`config.mk`:
```
export PLATFORM = sky130hd
export DESIGN_NAME = dbmr_device
export DESIGN_NICKNAME = d
export VERILOG_FILES = /design/src/dbmr_pkg.sv /design/src/dbmr_burst_if.sv /design/src/dbmr_burst_sel.sv /design/src/dbmr_device.sv
export SDC_FILE = /design/constraint.sdc
export NUM_CORES = 1
export LEC_CHECK = 0
export ABC_AREA = 1
export BUFFER_PORTS_ARGS = -buffer_cell sky130_fd_sc_hd__buf_2
export CAP_MARGIN = 30
export CORE_ASPECT_RATIO = 0.7
export CORE_MARGIN = 2
export CORE_UTILIZATION = 53
export CTS_CLUSTER_SIZE = 24
export DETAILED_ROUTE_END_ITERATION = 16
export GPL_TIMING_DRIVEN = 0
export PLACE_DENSITY_LB_ADDON = 0.12
export SETUP_SLACK_MARGIN = 0.1
export SYNTH_ARGS = -nofsm -noshare
export SYNTH_HDL_FRONTEND = slang
export SYNTH_SLANG_ARGS = --single-unit
```
`constraint.sdc`:
```
create_clock -name sys_clk -period 2.8 [get_ports sys_clk]
set_input_delay 0.56 -clock sys_clk [delete_from_list [all_inputs] [get_ports sys_clk]]
set_output_delay 0.56 -clock sys_clk [all_outputs]
set_load 0.05 [all_outputs]
```
`src/dbmr_pkg.sv`:
```
// Purpose: shared constants, slot type and latency arithmetic for the burst/readout core
// Assumes: one 100 MHz clock, one data beat per clock on the user side
// Notes: mode register field positions follow the column address bits of the set command
package dbmr_pkg;
    // ----------------------------------------------------------------
    // command codes
    // ----------------------------------------------------------------
    localparam logic [2:0] DBMR_CMD_NOP = 3'h0;
    localparam logic [2:0] DBMR_CMD_READ = 3'h1;
    localparam logic [2:0] DBMR_CMD_WRITE = 3'h2;
    localparam logic [2:0] DBMR_CMD_MRS = 3'h3;
    localparam logic [2:0] DBMR_CMD_LONG_CAL = 3'h4;
    // ----------------------------------------------------------------
    // mode register selects and field positions
    // ----------------------------------------------------------------
    localparam logic [2:0] DBMR_MODE_SEL0 = 3'h0;
    localparam logic [2:0] DBMR_MODE_SEL1 = 3'h1;
    localparam logic [2:0] DBMR_MODE_SEL2 = 3'h2;
    localparam logic [2:0] DBMR_MODE_SEL3 = 3'h3;
    localparam int unsigned DBMR_BF_LSB = 0;
    localparam int unsigned DBMR_LAT_LSB = 3;
    localparam int unsigned DBMR_PAT_EN_BIT = 2;
    localparam int unsigned DBMR_DLL_BIT = 12;
    localparam int unsigned DBMR_A2_BIT = 2;
    localparam int unsigned DBMR_A12_BIT = 12;
    // ----------------------------------------------------------------
    // encodings and reset values
    // ----------------------------------------------------------------
    localparam logic [1:0] DBMR_BF_FULL = 2'h0;
    localparam logic [1:0] DBMR_BF_FLY = 2'h1;
    localparam logic [1:0] DBMR_BF_CHOP = 2'h2;
    localparam logic [1:0] DBMR_ADD_ZERO = 2'h0;
    localparam logic [1:0] DBMR_ADD_CAS1 = 2'h1;
    localparam logic [1:0] DBMR_ADD_CAS2 = 2'h2;
    localparam logic [3:0] DBMR_CAS_RST = 4'h5;
    localparam logic [3:0] DBMR_CWL_RST = 4'h5;
    localparam logic [2:0] DBMR_CHOP_LAST = 3'h3;
    localparam logic [2:0] DBMR_FULL_LAST = 3'h7;
    localparam logic [2:0] DBMR_NIB_UPPER = 3'h4;
    localparam logic [2:0] DBMR_NIB_LOWER = 3'h0;
    localparam logic [4:0] DBMR_ONE = 5'h01;

    typedef struct packed {
        logic valid;
        logic chop;
        logic pat;
        logic upper;
    } dbmr_slot_t;

    // additive latency from its mode and the cas latency
    function automatic logic [4:0] dbmr_add_lat(input logic [3:0] cas, input logic [1:0] mode);
        logic [4:0] extra;
        extra = 5'h00;
        if (mode == DBMR_ADD_CAS1)
            extra = {1'b0, cas} - 5'h01;
        else if (mode == DBMR_ADD_CAS2)
            extra = {1'b0, cas} - 5'h02;
        return extra;
    endfunction : dbmr_add_lat
endpackage : dbmr_pkg

```
`src/dbmr_burst_if.sv`:
```
// Purpose: carries one column command's burst selection inputs and the chop answer
// Assumes: driven by the core, answered combinationally by the selector
// Notes: none
interface dbmr_burst_if;
    logic col_cmd;
    logic [1:0] burst_field;
    logic addr12;
    logic chop;
    modport sel (input col_cmd, input burst_field, input addr12, output chop);
    modport user (output col_cmd, output burst_field, output addr12, input chop);
endinterface : dbmr_burst_if

```
`src/dbmr_burst_sel.sv`:
```
// Purpose: decides chopped or full burst for each column command
// Assumes: burst field reserved code 11 is treated as full burst
// Notes: purely combinational; clock only feeds the checks
module dbmr_burst_sel
    import dbmr_pkg::*;
(
    // clock
    input wire logic sys_clk,
    input wire logic rst_n,
    // selection
    dbmr_burst_if.sel bif
);
    // ----------------------------------------------------------------
    // selection
    // ----------------------------------------------------------------
    always_comb
    begin
        bif.chop = (bif.burst_field == DBMR_BF_CHOP) ||
            ((bif.burst_field == DBMR_BF_FLY) && !bif.addr12); // RULE5 RULE6
    end

    // ----------------------------------------------------------------
    // checks
    // ----------------------------------------------------------------
    a_full_burst_sel: assert property (@(posedge sys_clk) disable iff (!rst_n) // RULE4
        bif.col_cmd && ((bif.burst_field == DBMR_BF_FULL) ||
        ((bif.burst_field == DBMR_BF_FLY) && bif.addr12)) |-> !bif.chop)
        else $error("full burst selection gave chop");
    a_chop_burst_sel: assert property (@(posedge sys_clk) disable iff (!rst_n) // RULE5
        bif.col_cmd && ((bif.burst_field == DBMR_BF_CHOP) ||
        ((bif.burst_field == DBMR_BF_FLY) && !bif.addr12)) |-> bif.chop)
        else $error("chop selection gave full burst");
endmodule : dbmr_burst_sel

```
`src/dbmr_device.sv`:
```
// Purpose: device-side burst length choice, read latency, pattern readout, termination window
// Assumes: one beat per clock on the read data port; array data arrives on array_data
// Notes: all design state is one struct registered in one process; the checks keep read_hist in a process of their own
// Behaviour
// RULE1: controller sends only no-op or deselect between mode set and long calibration.
// RULE2: controller drives column address bits one and zero low for pattern reads.
// RULE3: chopped pattern read returns bits 0-3 if A2 low, bits 4-7 if high.
// RULE4: full eight-beat burst when burst field is 00, or 01 with A12 high.
// RULE5: four-beat chopped burst when burst field is 10, or 01 with A12 low.
// RULE6: on-the-fly mode chooses burst length per command from A12 at that command.
// RULE7: read latency is cas plus additive latency; additive may be cas minus two.
// RULE8: controller holds termination high four clocks after a chopped write; the model has no termination output, only idles four clocks per write.
// RULE9: frozen-loop power-down entry/exit makes termination asynchronous for write latency minus one.
// RULE10: controller spaces column commands by the column-to-column delay.
module dbmr_device
    import dbmr_pkg::*;
#(
    parameter int unsigned PIPE_DEPTH = 32,
    parameter int unsigned DATA_W = 16,
    parameter logic [7:0] READOUT_PATTERN = 8'h55
)
(
    // clock and reset
    input wire logic sys_clk,
    input wire logic rst_n,
    // command
    input wire logic cmd_valid,
    input wire logic [2:0] cmd_code,
    input wire logic [2:0] cmd_bank,
    input wire logic [15:0] cmd_addr,
    // power state
    input wire logic cke,
    // array read data
    input wire logic [DATA_W-1:0] array_data,
    // read beats
    output logic rd_valid,
    output logic rd_first,
    output logic rd_last,
    output logic [2:0] rd_beat,
    output logic [DATA_W-1:0] rd_data,
    // status
    output logic burst_chop,
    output logic odt_async
);
    if (PIPE_DEPTH < 30 || DATA_W < 1)
    begin : g_bad_params
        $error("PIPE_DEPTH must cover the longest read latency");
    end

    typedef struct packed {
        logic [1:0] burst_field;
        logic [3:0] cas_lat;
        logic [1:0] add_mode;
        logic [3:0] cwl;
        logic pat_en;
        logic dll_frozen;
        dbmr_slot_t [PIPE_DEPTH-1:0] pipe;
        dbmr_slot_t cur;
        logic [2:0] beats_left;
        logic rd_valid;
        logic rd_first;
        logic rd_last;
        logic [2:0] rd_beat;
        logic [DATA_W-1:0] rd_data;
        logic cmd_chop;
        logic cke_q;
        logic pd;
        logic [4:0] win_cnt;
        logic odt_async;
    } dbmr_state_t;

    dbmr_state_t st;
    dbmr_state_t next_st;
    dbmr_burst_if bif ();
    logic read_taken;
    logic col_taken;
    logic [4:0] read_lat;
    logic [4:0] write_lat;

    // ----------------------------------------------------------------
    // burst length selection
    // ----------------------------------------------------------------
    assign read_taken = cmd_valid && (cmd_code == DBMR_CMD_READ);
    assign col_taken = read_taken || (cmd_valid && (cmd_code == DBMR_CMD_WRITE));
    assign bif.col_cmd = col_taken;
    assign bif.burst_field = st.burst_field;
    assign bif.addr12 = cmd_addr[DBMR_A12_BIT]; // RULE6

    dbmr_burst_sel u_sel (
        .sys_clk(sys_clk),
        .rst_n(rst_n),
        .bif(bif)
    );

    assign read_lat = {1'b0, st.cas_lat} + dbmr_add_lat(st.cas_lat, st.add_mode); // RULE7
    assign write_lat = {1'b0, st.cwl} + dbmr_add_lat(st.cas_lat, st.add_mode);

    // ----------------------------------------------------------------
    // next state
    // ----------------------------------------------------------------
    always_comb
    begin
        dbmr_slot_t slot;
        logic active;
        logic [2:0] beat_n;
        logic [2:0] left_n;
        logic [2:0] bit_idx;
        next_st = st;
        slot = st.cur;
        active = 1'b0;
        beat_n = st.rd_beat + 3'h1;
        left_n = st.beats_left - 3'h1;
        bit_idx = 3'h0;
        next_st.rd_first = 1'b0;
        next_st.rd_last = 1'b0;
        if (cmd_valid && cmd_code == DBMR_CMD_MRS)
        begin
            unique case (cmd_bank)
                DBMR_MODE_SEL0:
                begin
                    next_st.burst_field = cmd_addr[DBMR_BF_LSB +: 2];
                    next_st.cas_lat = cmd_addr[DBMR_LAT_LSB +: 4];
                    next_st.dll_frozen = !cmd_addr[DBMR_DLL_BIT];
                end
                DBMR_MODE_SEL1: next_st.add_mode = cmd_addr[DBMR_LAT_LSB +: 2];
                DBMR_MODE_SEL2: next_st.cwl = cmd_addr[DBMR_LAT_LSB +: 4];
                DBMR_MODE_SEL3: next_st.pat_en = cmd_addr[DBMR_PAT_EN_BIT];
                default: next_st.pat_en = st.pat_en;
            endcase
        end
        if (col_taken)
            next_st.cmd_chop = bif.chop; // RULE6
        // read pipeline: a slot enters at read_lat-1 and walks down one place a clock
        for (int i = 0; i < PIPE_DEPTH - 1; i++)
            next_st.pipe[i] = st.pipe[i + 1];
        next_st.pipe[PIPE_DEPTH-1] = '0;
        if (read_taken)
        begin
            // column bits one and zero are ignored for pattern reads
            next_st.pipe[read_lat - DBMR_ONE] = '{1'b1, bif.chop, st.pat_en,
                cmd_addr[DBMR_A2_BIT]}; // RULE7 RULE2
        end
        if (st.pipe[0].valid)
        begin
            active = 1'b1;
            slot = st.pipe[0];
            beat_n = 3'h0;
            left_n = slot.chop ? DBMR_CHOP_LAST : DBMR_FULL_LAST; // RULE4 RULE5
        end
        else if (st.rd_valid && st.beats_left != 3'h0)
        begin
            active = 1'b1;
        end
        bit_idx = (slot.upper ? DBMR_NIB_UPPER : DBMR_NIB_LOWER) + beat_n; // RULE3
        next_st.rd_valid = active;
        if (active)
        begin
            next_st.cur = slot;
            next_st.rd_beat = beat_n;
            next_st.beats_left = left_n;
            next_st.rd_first = st.pipe[0].valid;
            next_st.rd_last = (left_n == 3'h0);
            next_st.rd_data = slot.pat ? {DATA_W{READOUT_PATTERN[bit_idx]}} : array_data; // RULE3
        end
        // power-down transitions with a frozen loop
        next_st.cke_q = cke;
        next_st.pd = !cke;
        if (cke != st.cke_q && st.dll_frozen)
            next_st.win_cnt = write_lat - DBMR_ONE; // RULE9
        else if (st.win_cnt != 5'h00)
            next_st.win_cnt = st.win_cnt - DBMR_ONE;
        next_st.odt_async = st.dll_frozen && (next_st.pd || next_st.win_cnt != 5'h00); // RULE9
    end

    // ----------------------------------------------------------------
    // state register
    // ----------------------------------------------------------------
    always_ff @(posedge sys_clk)
    begin
        if (!rst_n)
        begin
            st <= '0;
            st.cas_lat <= DBMR_CAS_RST;
            st.cwl <= DBMR_CWL_RST;
            st.cke_q <= 1'b1;
        end
        else
            st <= next_st;
    end

    assign rd_valid = st.rd_valid;
    assign rd_first = st.rd_first;
    assign rd_last = st.rd_last;
    assign rd_beat = st.rd_beat;
    assign rd_data = st.rd_data;
    assign burst_chop = st.cmd_chop;
    assign odt_async = st.odt_async;

    // ----------------------------------------------------------------
    // checks
    // ----------------------------------------------------------------
    logic [31:0] read_hist;
    always_ff @(posedge sys_clk)
    begin
        if (!rst_n)
            read_hist <= '0;
        else
            read_hist <= {read_hist[30:0], read_taken};
    end

    a_read_latency: assert property (@(posedge sys_clk) disable iff (!rst_n) // RULE7
        st.rd_first == read_hist[read_lat])
        else $error("first read beat not at cas plus additive latency");
    a_chop_length: assert property (@(posedge sys_clk) disable iff (!rst_n) // RULE5
        st.rd_first && st.cur.chop |-> ##3 st.rd_last)
        else $error("chopped burst did not end after four beats");
    a_full_length: assert property (@(posedge sys_clk) disable iff (!rst_n) // RULE4
        st.rd_first && !st.cur.chop |-> (st.rd_valid && !st.rd_last) [*7] ##1 st.rd_last)
        else $error("full burst did not run eight beats");
    a_pattern_nibble: assert property (@(posedge sys_clk) disable iff (!rst_n) // RULE3
        st.rd_valid && st.cur.pat && st.cur.chop |-> st.rd_data ==
        {DATA_W{READOUT_PATTERN[{st.cur.upper, st.rd_beat[1:0]}]}})
        else $error("pattern readout returned the wrong nibble");
    a_fly_per_cmd: assert property (@(posedge sys_clk) disable iff (!rst_n) // RULE6
        col_taken && st.burst_field == DBMR_BF_FLY |=>
        burst_chop == !$past(cmd_addr[DBMR_A12_BIT]))
        else $error("on-the-fly chop did not follow the command's A12");
    a_async_window: assert property (@(posedge sys_clk) disable iff (!rst_n) // RULE9
        st.dll_frozen && cke != st.cke_q |=> st.win_cnt == write_lat - DBMR_ONE && odt_async)
        else $error("asynchronous termination window not started");

    c_chop_pattern: cover property (@(posedge sys_clk) disable iff (!rst_n)
        st.rd_first && st.cur.pat && st.cur.chop && st.cur.upper);
    c_full_read: cover property (@(posedge sys_clk) disable iff (!rst_n)
        st.rd_first && !st.cur.chop);
    c_async_exit: cover property (@(posedge sys_clk) disable iff (!rst_n)
        st.dll_frozen && $rose(cke));
endmodule : dbmr_device

```
---- Yosys cells after proc, flatten, opt, wreduce, memory -nomap -nowiden ----
Memories as Yosys holds them, arrays and structs flattened.
Index checks and enable logic that the tools add are counted.
operators by class
  $add $sub $neg .......................... 10
  $lt $le $gt $ge ......................... 3
  equality and inequality tests ........... 11
  mux-type cells .......................... 17
  reduce and logical (&&, ||, !) cells .... 24
operator list
  operator                                                                      count
  128-bit bitwise mux                                                           1
  124-bit 2-to-1 mux                                                            1
  4-bit demux with 5-bit select                                                 1
  5-bit 2-to-1 mux                                                              4
  16-bit 2-to-1 mux                                                             1
  5-bit by 1-bit subtractor with 5-bit output, second input constant            3
  3-bit by 2-bit == test with 1-bit output, second input constant               4
  3-bit 2-to-1 mux                                                              4
  2-bit AND reduction                                                           6
  4-bit by 5-bit adder with 5-bit output                                        2
  5-bit nonzero test                                                            2
  1-bit logical AND                                                             8
  3-bit by 1-bit == test with 1-bit output, second input constant               2
  3-bit logical NOT                                                             2
  5-bit by 6-bit less-than comparator with 1-bit output, second input constant  1
  5-bit by 1-bit >= comparator with 1-bit output, second input constant         1
  4-bit by 1-bit subtractor with 5-bit output, second input constant            1
  4-bit by 2-bit subtractor with 5-bit output, second input constant            1
  2-bit by 1-bit == test with 1-bit output, second input constant               2
  2-bit == test, second input constant                                          2
  3-bit by 4-bit less-than comparator with 1-bit output, second input constant  1
  4-bit 2-to-1 mux                                                              1
  3-bit by 1-bit adder with 3-bit output, second input constant                 1
  3-bit adder                                                                   1
  7 further kinds                                                               12
word-level totals
  flip-flop bits (word level) ............. 177
  ROM bits ................................ 8
  input port bits ......................... 42
  output and inout bits ................... 24
  logic and storage cells ................. 212
  memories kept ........................... 1
memory list
  memory           words  width  rd ports  clocked after Yosys merged registers in  wr ports  line                text
  (no name shown)  8      1      1         0                                        0         dbmr_device.sv:163  next_st.rd_data = slot.pat ? {DATA_W{READOUT_PATTERN[bit_idx]}} : array_data;

---- Longest topological paths before layout ----
Gate-level depths: netlist (run 1).
  depth after elaboration ................. 11
  depth in mapped cells ................... 20
  gate-level depth less buffers ........... 19

---- Modules after synthesis ----
Synthesis (run 1) repeated with hierarchy kept, for this count alone.
unflattened totals
  cells, all modules ...................... 885
  area, all modules ....................... 6,577.6 µm²
by module, submodules not included
  module          instances  cells an instance  area each (µm²)  sequential area each (µm²)
  dbmr_device     1          879                6,553.8          2,882.8
  dbmr_burst_sel  1          6                  23.8             0.0

---- Worst setup path before layout (run 1) ----
OpenSTA, ideal clock, no wires.
  path type ............................... register to register
  start ................................... register st[174] (netlist bit)
  end ..................................... register st[119] (netlist bit)
  library setup time ...................... 113 ps
  arrival ................................. 2,776 ps
  required time ........................... 2,687 ps
  slack ................................... -89 ps
  cell stages (with the launch flop) ...... 16
  path buffers ............................ 1
  period minus slack after synthesis ...... 2,889 ps
  path through ............................ dfxtp_1 -> inv_1 -> ha_1 -> nand2_1 -> nand2_1 -> ha_1 -> inv_1 -> ha_1 -> fa_1 -> xnor2_1 -> buf_2 -> nand4_1 -> nor2_2 -> nand2_1 -> nand2_1 -> nor2_1
between the ends
  longest elaborated chain between the ends .. 11
  elaborated cells on any way between the ends .. 13
  those cells by class .................... 4 x add/sub; 2 x order compare; 6 x mux; 1 x reduce/logical
ends and longest elaborated chain
  what                                                                                                                                           line                text
  start: declaration                                                                                                                             dbmr_device.sv:72   dbmr_state_t st;
  start signal: assignment                                                                                                                       dbmr_device.sv:188  st <= next_st;
  4-bit by 2-bit subtractor with 5-bit output                                                                                                    dbmr_pkg.sv:57      extra = {1'b0, cas} - 5'h02;
  5-bit 2-to-1 mux                                                                                                                               dbmr_pkg.sv:56      else if (mode == DBMR_ADD_CAS2)
  5-bit 2-to-1 mux                                                                                                                               dbmr_pkg.sv:54      if (mode == DBMR_ADD_CAS1)
  4-bit by 5-bit adder with 5-bit output (*)                                                                                                     dbmr_device.sv:95   assign read_lat = {1'b0, st.cas_lat} + dbmr_add_lat(st.cas_lat, st.add_mode);
  5-bit by 1-bit subtractor with 5-bit output (*)                                                                                                dbmr_device.sv:140  next_st.pipe[read_lat - DBMR_ONE] = '{1'b1, bif.chop, st.pat_en,
  5-bit by 6-bit less-than comparator with 1-bit output (implied by the code) or 5-bit by 1-bit >= comparator with 1-bit output (tied branches)  dbmr_device.sv:140
  1-bit logical AND (implied by the code)                                                                                                        dbmr_device.sv:140
  4-bit 2-to-1 mux (implied by the code)                                                                                                         dbmr_device.sv:140
  4-bit demux with 5-bit select (*)                                                                                                              dbmr_device.sv:140
  128-bit bitwise mux (*)                                                                                                                        dbmr_device.sv:140
  124-bit 2-to-1 mux (*)                                                                                                                         dbmr_device.sv:137  if (read_taken)
Every way passes the cells marked *; elsewhere a longest branch is shown, timed or not.
A chain may end at the register's enable or synchronous reset.

---- Worst setup path in the final report (run 1) ----
  start ................................... register st[175] (netlist bit)
  end ..................................... register st[128] (netlist bit)
The elaborated chain is that of the path after synthesis.

==> metrics, run 1 <==
largest net degree at the start of global routing 17; Yosys top cell by area dfxtp_1; Fillers roughly 920; most used flip-flop cell after synthesis dfxtp_1; relative slew slack 51.8%; metal3 WL 877 um; Die Y 96.8 um; Final WS setup -77.5 ps; Inst Count DP 1079; count leader, synth nand2_1; Arr. time, crit path about 3200 ps; multi-input logic area 3300 um2; post-synthesis sequential area ratio between 40 and 50%; CP endpoint kind register; Core ar. 11900 um2; initial antenna violation count 0; Distinct cells, synth 40; outcome finished, violations left; drt initial violations 418; Synth Instances slightly below 900; synth cell count leaders nand2_1, nor2_1, dfxtp_1; share of cells above drive strength 1 about a quarter; n_diodes 0; met2 routed WL about 7.1 mm; Routed met1 length ~7.0 mm; max layer used met4; Final Setup Violations 51; Avg Cell Area, Syn 7.54 um2; via count of the first global-routing pass 5536; WL final 15.2 mm; Starting Density ~55%; worst hold stages 2; crit share post-route 103%; global route total overflow 0; hold_buf cts 0; Synth area leaders dfxtp_1, nand2_1, nor2_1; TritonCTS clock tree done; Mapped Nets 930; worst slack at placement -296 ps; Final Critical Period 2880 ps; global-route wire length before repair 25.4 mm; Nets just over 1000; die area between 10000 and 15000 um2; synthesized area 6520 um2; TritonCTS Buffers 17; DIE WIDTH between 100 and 150 um; routability cong. 0.864; Ys Warns 0; port bufs 57; hpwl dp 10.3 mm; Synth-to-Final Area Change 26.2%; clock-pin slew on the worst setup and hold paths roughly 60 ps; pwr dens 566 nW/um2; Post-DRT Antenna Nets 0; final hold viol count 0; leakage 3.56 nW; CTS H-Tree Depth 4; Hold Path Class in2reg; failing checks negative setup slack; Reg area 2890 um2; synthesized flop and latch total 144; vias between 5000 and 6000; Max clock buf depth 2; via/cell ratio roughly 5.0; Ports 66; Post-synth ARST share 0%; Routed WL per cell approximately 13 um; Setup crit start kind register; row cnt 33; worst-margin pin slew 723 ps; Slew Limit Fails 0; Setup Skew approximately 17 ps; Sink Count 144; DRC 0; GRT Util Overall 24.2%; R2R cell count 19; Max-Cap Viols 0; Yosys top cell area share 44.2%; Post-synth EDFFs 0; fmax 348 MHz; Non-Filler Instances 1132; worst-skew pair later-pin latency 420 ps; crit-path max FO 6; worst vdd ir 0.400 mV; Setup CP Type reg2reg; 1st-pass router iterations 5; Root Driver clkbuf_16; Crit path required time 3110 ps; RSZ-0062 raised after global routing yes
==> final timing paths <==
path / startpoint / to / slack [ps]
max: st[175] / st[128] / -80
min: cmd_addr[12] / st[166] / 330
max reg2reg: st[175] / st[128] / -80
min reg2reg: st[89] / st[85] / 430
==> critical path, stage by stage (launching register included) <==
cell and delay (ps):
dfxtp_2 340, clkinv_4 100, ha_4 180, nand2_4 60, o21ai_2 60, nand2_1 80
o211ai_1 110, ha_1 310, inv_2 50, ha_4 260, a21oi_4 190, nand3_4 120
nand3_4 140, buf_6 120, nand4_1 110, buf_6 170, nor2_4 170, nand2_1 70
nand2_1 70, nor2_1 40
==> layer usage <==
layer  GRT usage, %  up-vias
met2           38.8      157
met4           7.77        0
li1               -     2878
met1           32.4     2589
met5              0        -
met3           5.14       23
==> stage by stage <==
step	TNS, ps	area [um2]	utilization, %	hold slack (ps)	total power [mW]
finish	-1500	8230	69.4	330	4.66
global route	-11130	8230	69.4	335	4.84
CTS	0	8020	67.7	322	4.65
detailed placement	-14440	7040	59.4	423	2.53
global placement	-8830	7040	59.4	417	2.52
floorplan	0	6560	-	415	2.43
==> where the power goes <==
part	leakage [nW]	switching [mW]	internal [mW]
Clock	0.270	0.858	1.24
Sequential	1.16	0.0193	2.08
Combinational	2.13	0.272	0.179
==> cells in the final DEF, fill, tap and decap left out, types with 3 or more instances in the layout <==
master     instances
a21oi_1           42
a21oi_2           16
buf_1              3
buf_2             59
buf_4             34
buf_6              5
clkbuf_1          19
clkbuf_16         17
clkinv_2           3
clkinv_4           6
dfxtp_1          141
dfxtp_2            3
ha_1              14
ha_4               7
inv_1            113
inv_2             10
inv_6              3
nand2_1          150
nand2_2           12
nand2_4            3
nand3_1           11
nand3_4            3
nand4_1           10
nand4_4           11
nor2_1           156
nor2_2             7
nor2_4            16
nor3_4             5
nor4_1             4
o21ai_0           37
o21bai_1          15
or2_2              4
xor2_1             3
==> state kept, by name, indices dropped and copies added (netlist names) <==
name             count
rd_data             16
rd_first             1
rd_last              1
rd_beat              3
burst_chop           1
rd_valid             1
odt_async            1
bif.burst_field      2
st                 118
==> kinds of logic after synthesis <==
kind of cell / count (synthesis) / synth area share, %
adder cells (fa/ha/maj): 23 / 4.64
flip-flops: 144 / 44.2
XOR/XNOR: 6 / 0.806
AND/OR/NAND/NOR: 397 / 28.6
multiplexers: 1 / 0.154
buffers and inverters: 174 / 11.4
AO/OA/AOI/OAI: 120 / 10.1
==> cell type report <==
| cell class | instances | share of cell area (%) |
|---|---|---|
| inverters | 129 | 6.10 |
| clock buffers | 19 | 5.38 |
| plain buffers | 45 | 3.42 |
| well taps | 157 | 2.39 |
| multi-input cells | 547 | 40.2 |
| flip-flops and latches | 144 | 35.1 |
| repair buffers | 79 | 6.10 |
| clock inverters | 12 | 1.37 |
==> what timing repair did <==
| item | in CTS | in global routing |
|---|---|---|
| buffers inserted | 17 | 4 |
| setup endpoints to repair | 97 | 98 |
| gates resized for setup | 56 | 44 |
| gates cloned | 1 | 0 |
| pin swaps | 25 | 30 |
Note: power is estimated with default switching activity, not from simulation.
==> run 2: changes to the inputs <==
- ABC_AREA: 1 -> unset
- CORE_ASPECT_RATIO: 0.7 -> 1.25
==> run 2 against run 1 <==
Against the previous run:
- the run still ends with negative setup slack left
- combinational power increased by 5.3%
- routed wire length increased by 26%
- flip-flop and latch count did not move
- clock power is 7% higher
- critical endpoint is now st[47]
==> metrics, run 2 <==
total power 4.83 mW (+3.7%); multi-input logic area 3920 um2 (+19%); flop2flop setup slack -340 ps (-260 ps); hold_buf cts 0 (unchanged); vias 5486 (-2.9%); Slew Limit Fails 0 (unchanged); most used flip-flop cell after synthesis dfxtp_1; die area 12900 um2 (-2.1%); Max-Cap Viols 0 (unchanged); GRT Util Overall 28.6% (+4.4 points); crit share post-route 112% (+9.4 points); global-route wire length before repair 28.2 mm (+11%); number of flip-flops under the largest register name 118 (unchanged); DRC 0 (unchanged); drt initial violations 322 (-23%); Non-Filler Instances 978 (-14%); Setup Skew 12.5 ps (-4.85 ps); Setup CP Type reg2reg; Worst Hold Path EP st[7]; RSZ-0062 raised after global routing yes; worst hold stages 2 (unchanged); outcome finished, violations left; R2R Path End st[47]; Design Area, Final 8920 um2 (+8.5%); Yosys top cell area share 45.1% (+0.94 points); via/cell ratio 5.61 (+12%); failing checks negative setup slack; routability cong. 0.876 (+1.5%); via count of the first global-routing pass 5507 (-0.52%); worst slack at placement -373 ps (-76.9 ps); Inst Count DP 892 (-17%); worst-margin pin slew 704 ps (-19.0 ps); Ports 66 (unchanged); Synth area leaders dfxtp_1, mux2i_1, nand2_1; Root Driver clkbuf_16; fmax 319 MHz (-8.3%); R2R cell count 12 (-7); Distinct cells, synth 55 (+38%); post-placement cell area 7230 um2 (+2.7%); Die Y 127 um (+31%); Yosys top cell by area dfxtp_1; Synth-to-Final Area Change 39.8%; Setup TNS -19530 ps (-18020 ps); RR Startpoint st[173]; final hold viol count 0 (unchanged); Setup crit start kind register; worst vdd ir 0.406 mV (+1.6%); row cnt 44 (+33%); count leader, synth dfxtp_1; 1st-pass router iterations 5 (unchanged); Post-synth ARST share 0% (unchanged); commonest non-fill, non-tap cells in the layout dfxtp_1, nand2_1, mux2i_1, buf_2, buf_4; Hold Crit Start cke; Arr. time, crit path 3410 ps (+220 ps); Final Setup Violations 95 (+86%); WL final 19.0 mm (+26%); leakage 3.77 nW (+5.8%); Final Critical Period 3140 ps (+262 ps); Post-DRT Antenna Nets 0 (unchanged); synth cell count leaders dfxtp_1, nand2_1, mux2i_1; Reg area 2890 um2 (+0.26%); pwr dens 541 nW/um2 (-4.4%); global route total overflow 0 (unchanged); port bufs 56 (-1.8%); TritonCTS clock tree done; hold_ws 381 ps (+50.6 ps); initial antenna violation count 0 (unchanged); DIE WIDTH 102 um (-25%); Crit path required time 3070 ps (-40 ps); worst-skew pair later-pin latency 430 ps (about the same); Sink Count 144 (unchanged); relative slew slack 53.1% (+1.3 points); crit-path max FO 5 (-1); share of cells above drive strength 1 35.6% (+11 points); Mapped Nets 740 (-20%); synthesized area 6380 um2 (-2.1%); Nets 869 (-15%); TritonCTS Buffers 17 (unchanged); Final WS setup -340 ps (-262 ps); clock-pin slew on the worst setup and hold paths 60 ps (about the same); Starting Density 54.7% (-0.31 points); synthesized flop and latch total 144 (unchanged); hpwl dp 11.0 mm (+7.4%); Post-synth EDFFs 0 (unchanged); Routed WL per cell 19.5 um (+45%); Avg Cell Area, Syn 9.46 um2 (+25%); largest net degree at the start of global routing 17 (unchanged); n_diodes 0 (unchanged); Largest Register st; CTS H-Tree Depth 4 (unchanged); Fillers 786 (-14%); Final Util 76.5% (+7.0 points); commonest non-fill, non-tap cell in the layout dfxtp_1; Synth Instances 675 (-22%); Core ar. 11700 um2 (-1.5%); Max clock buf depth 2 (unchanged); Hold Path Class in2reg; post-synthesis sequential area ratio 45.1% (+0.94 points); Ys Warns 0 (unchanged); CP endpoint kind register
## run 2: changes by cell type in the layout (fill, tap and decap cells not counted), sizes merged, moves of 24 or more
cell | before | now
a21oi | 59 | 29
buf | 106 | 132
inv | 127 | 33
mux2i | 1 | 78
nand2 | 167 | 90
nor2 | 179 | 41
o21a | 1 | 25
## run 2: timing repair
item	in CTS	in global routing
setup buffers	39	14
hold endpoints to repair	0	0
gates resized for setup	75	67
cloned	5	0
endpoints found under the setup margin	97	99
pin swaps	33	45
## run 2: worst max-delay path by stage
| stage | start | endpoint | slack, ps | cells past startpoint |
|---|---|---|---|---|
| 2_1_floorplan | st[173] | st[127] | 50 | 11 |
| 3_3_place_gp | st[173] | st[144] | -320 | 11 |
| 3_5_place_dp | st[176] | st[104] | -370 | 13 |
| 4_1_cts | st[175] | st[64] | -160 | 14 |
| 5_1_grt | st[173] | st[127] | -410 | 13 |
| 6_report | st[173] | st[47] | -340 | 12 |
## run 2: critical path, cell delays in order (launching register included)
cell      delay (ps)
dfxtp_2          350
nor2b_1          380
a22oi_2          170
ha_1             320
inv_2             60
buf_4            150
fa_2             480
xnor2_4          250
buf_12           160
nand2b_4         110
nor2_2           240
nand2_1          150
mux2i_1          150
## run 2: per-layer routing
layer | vias up | global-route usage [%] | wire [um]
met4 | 0 | 16.1 | 1060
met3 | 84 | 5.84 | 946
met2 | 224 | 50.4 | 9710
met5 | - | 0 | 0
met1 | 2655 | 31.4 | 7310
li1 | 2523 | - | -
## run 2: cell families (layout without fill, tap and decap cells)
family / Yosys count / in the layout / share of synthesized area [%]
and+or+nand+nor: 221 / 222 / 17.4
DFF: 144 / 144 / 45.1
AOI/OAI and AO/OA: 103 / 103 / 10.6
buffers and inverters: 86 / 226 / 6.43
muxes: 79 / 79 / 12.4
adders and majority gates: 23 / 23 / 4.74
xor gates and xnor gates: 19 / 20 / 3.27
## run 2: area by class of cell
type	count	share of cell area (%)
repair buffers	110	9.66
well taps	161	2.26
clock inverters	12	1.50
flip-flops and latches	144	32.4
plain buffers	53	3.67
clock buffers	20	5.12
multi-input cells	447	44.0
inverters	31	1.39
## run 2: where the power goes
group / internal, mW / total [mW] / switching (mW)
Combinational: 0.221 / 0.475 / 0.255
Sequential: 2.08 / 2.10 / 0.0239
Clock: 1.36 / 2.25 / 0.890
Total: 3.66 / 4.83 / 1.17
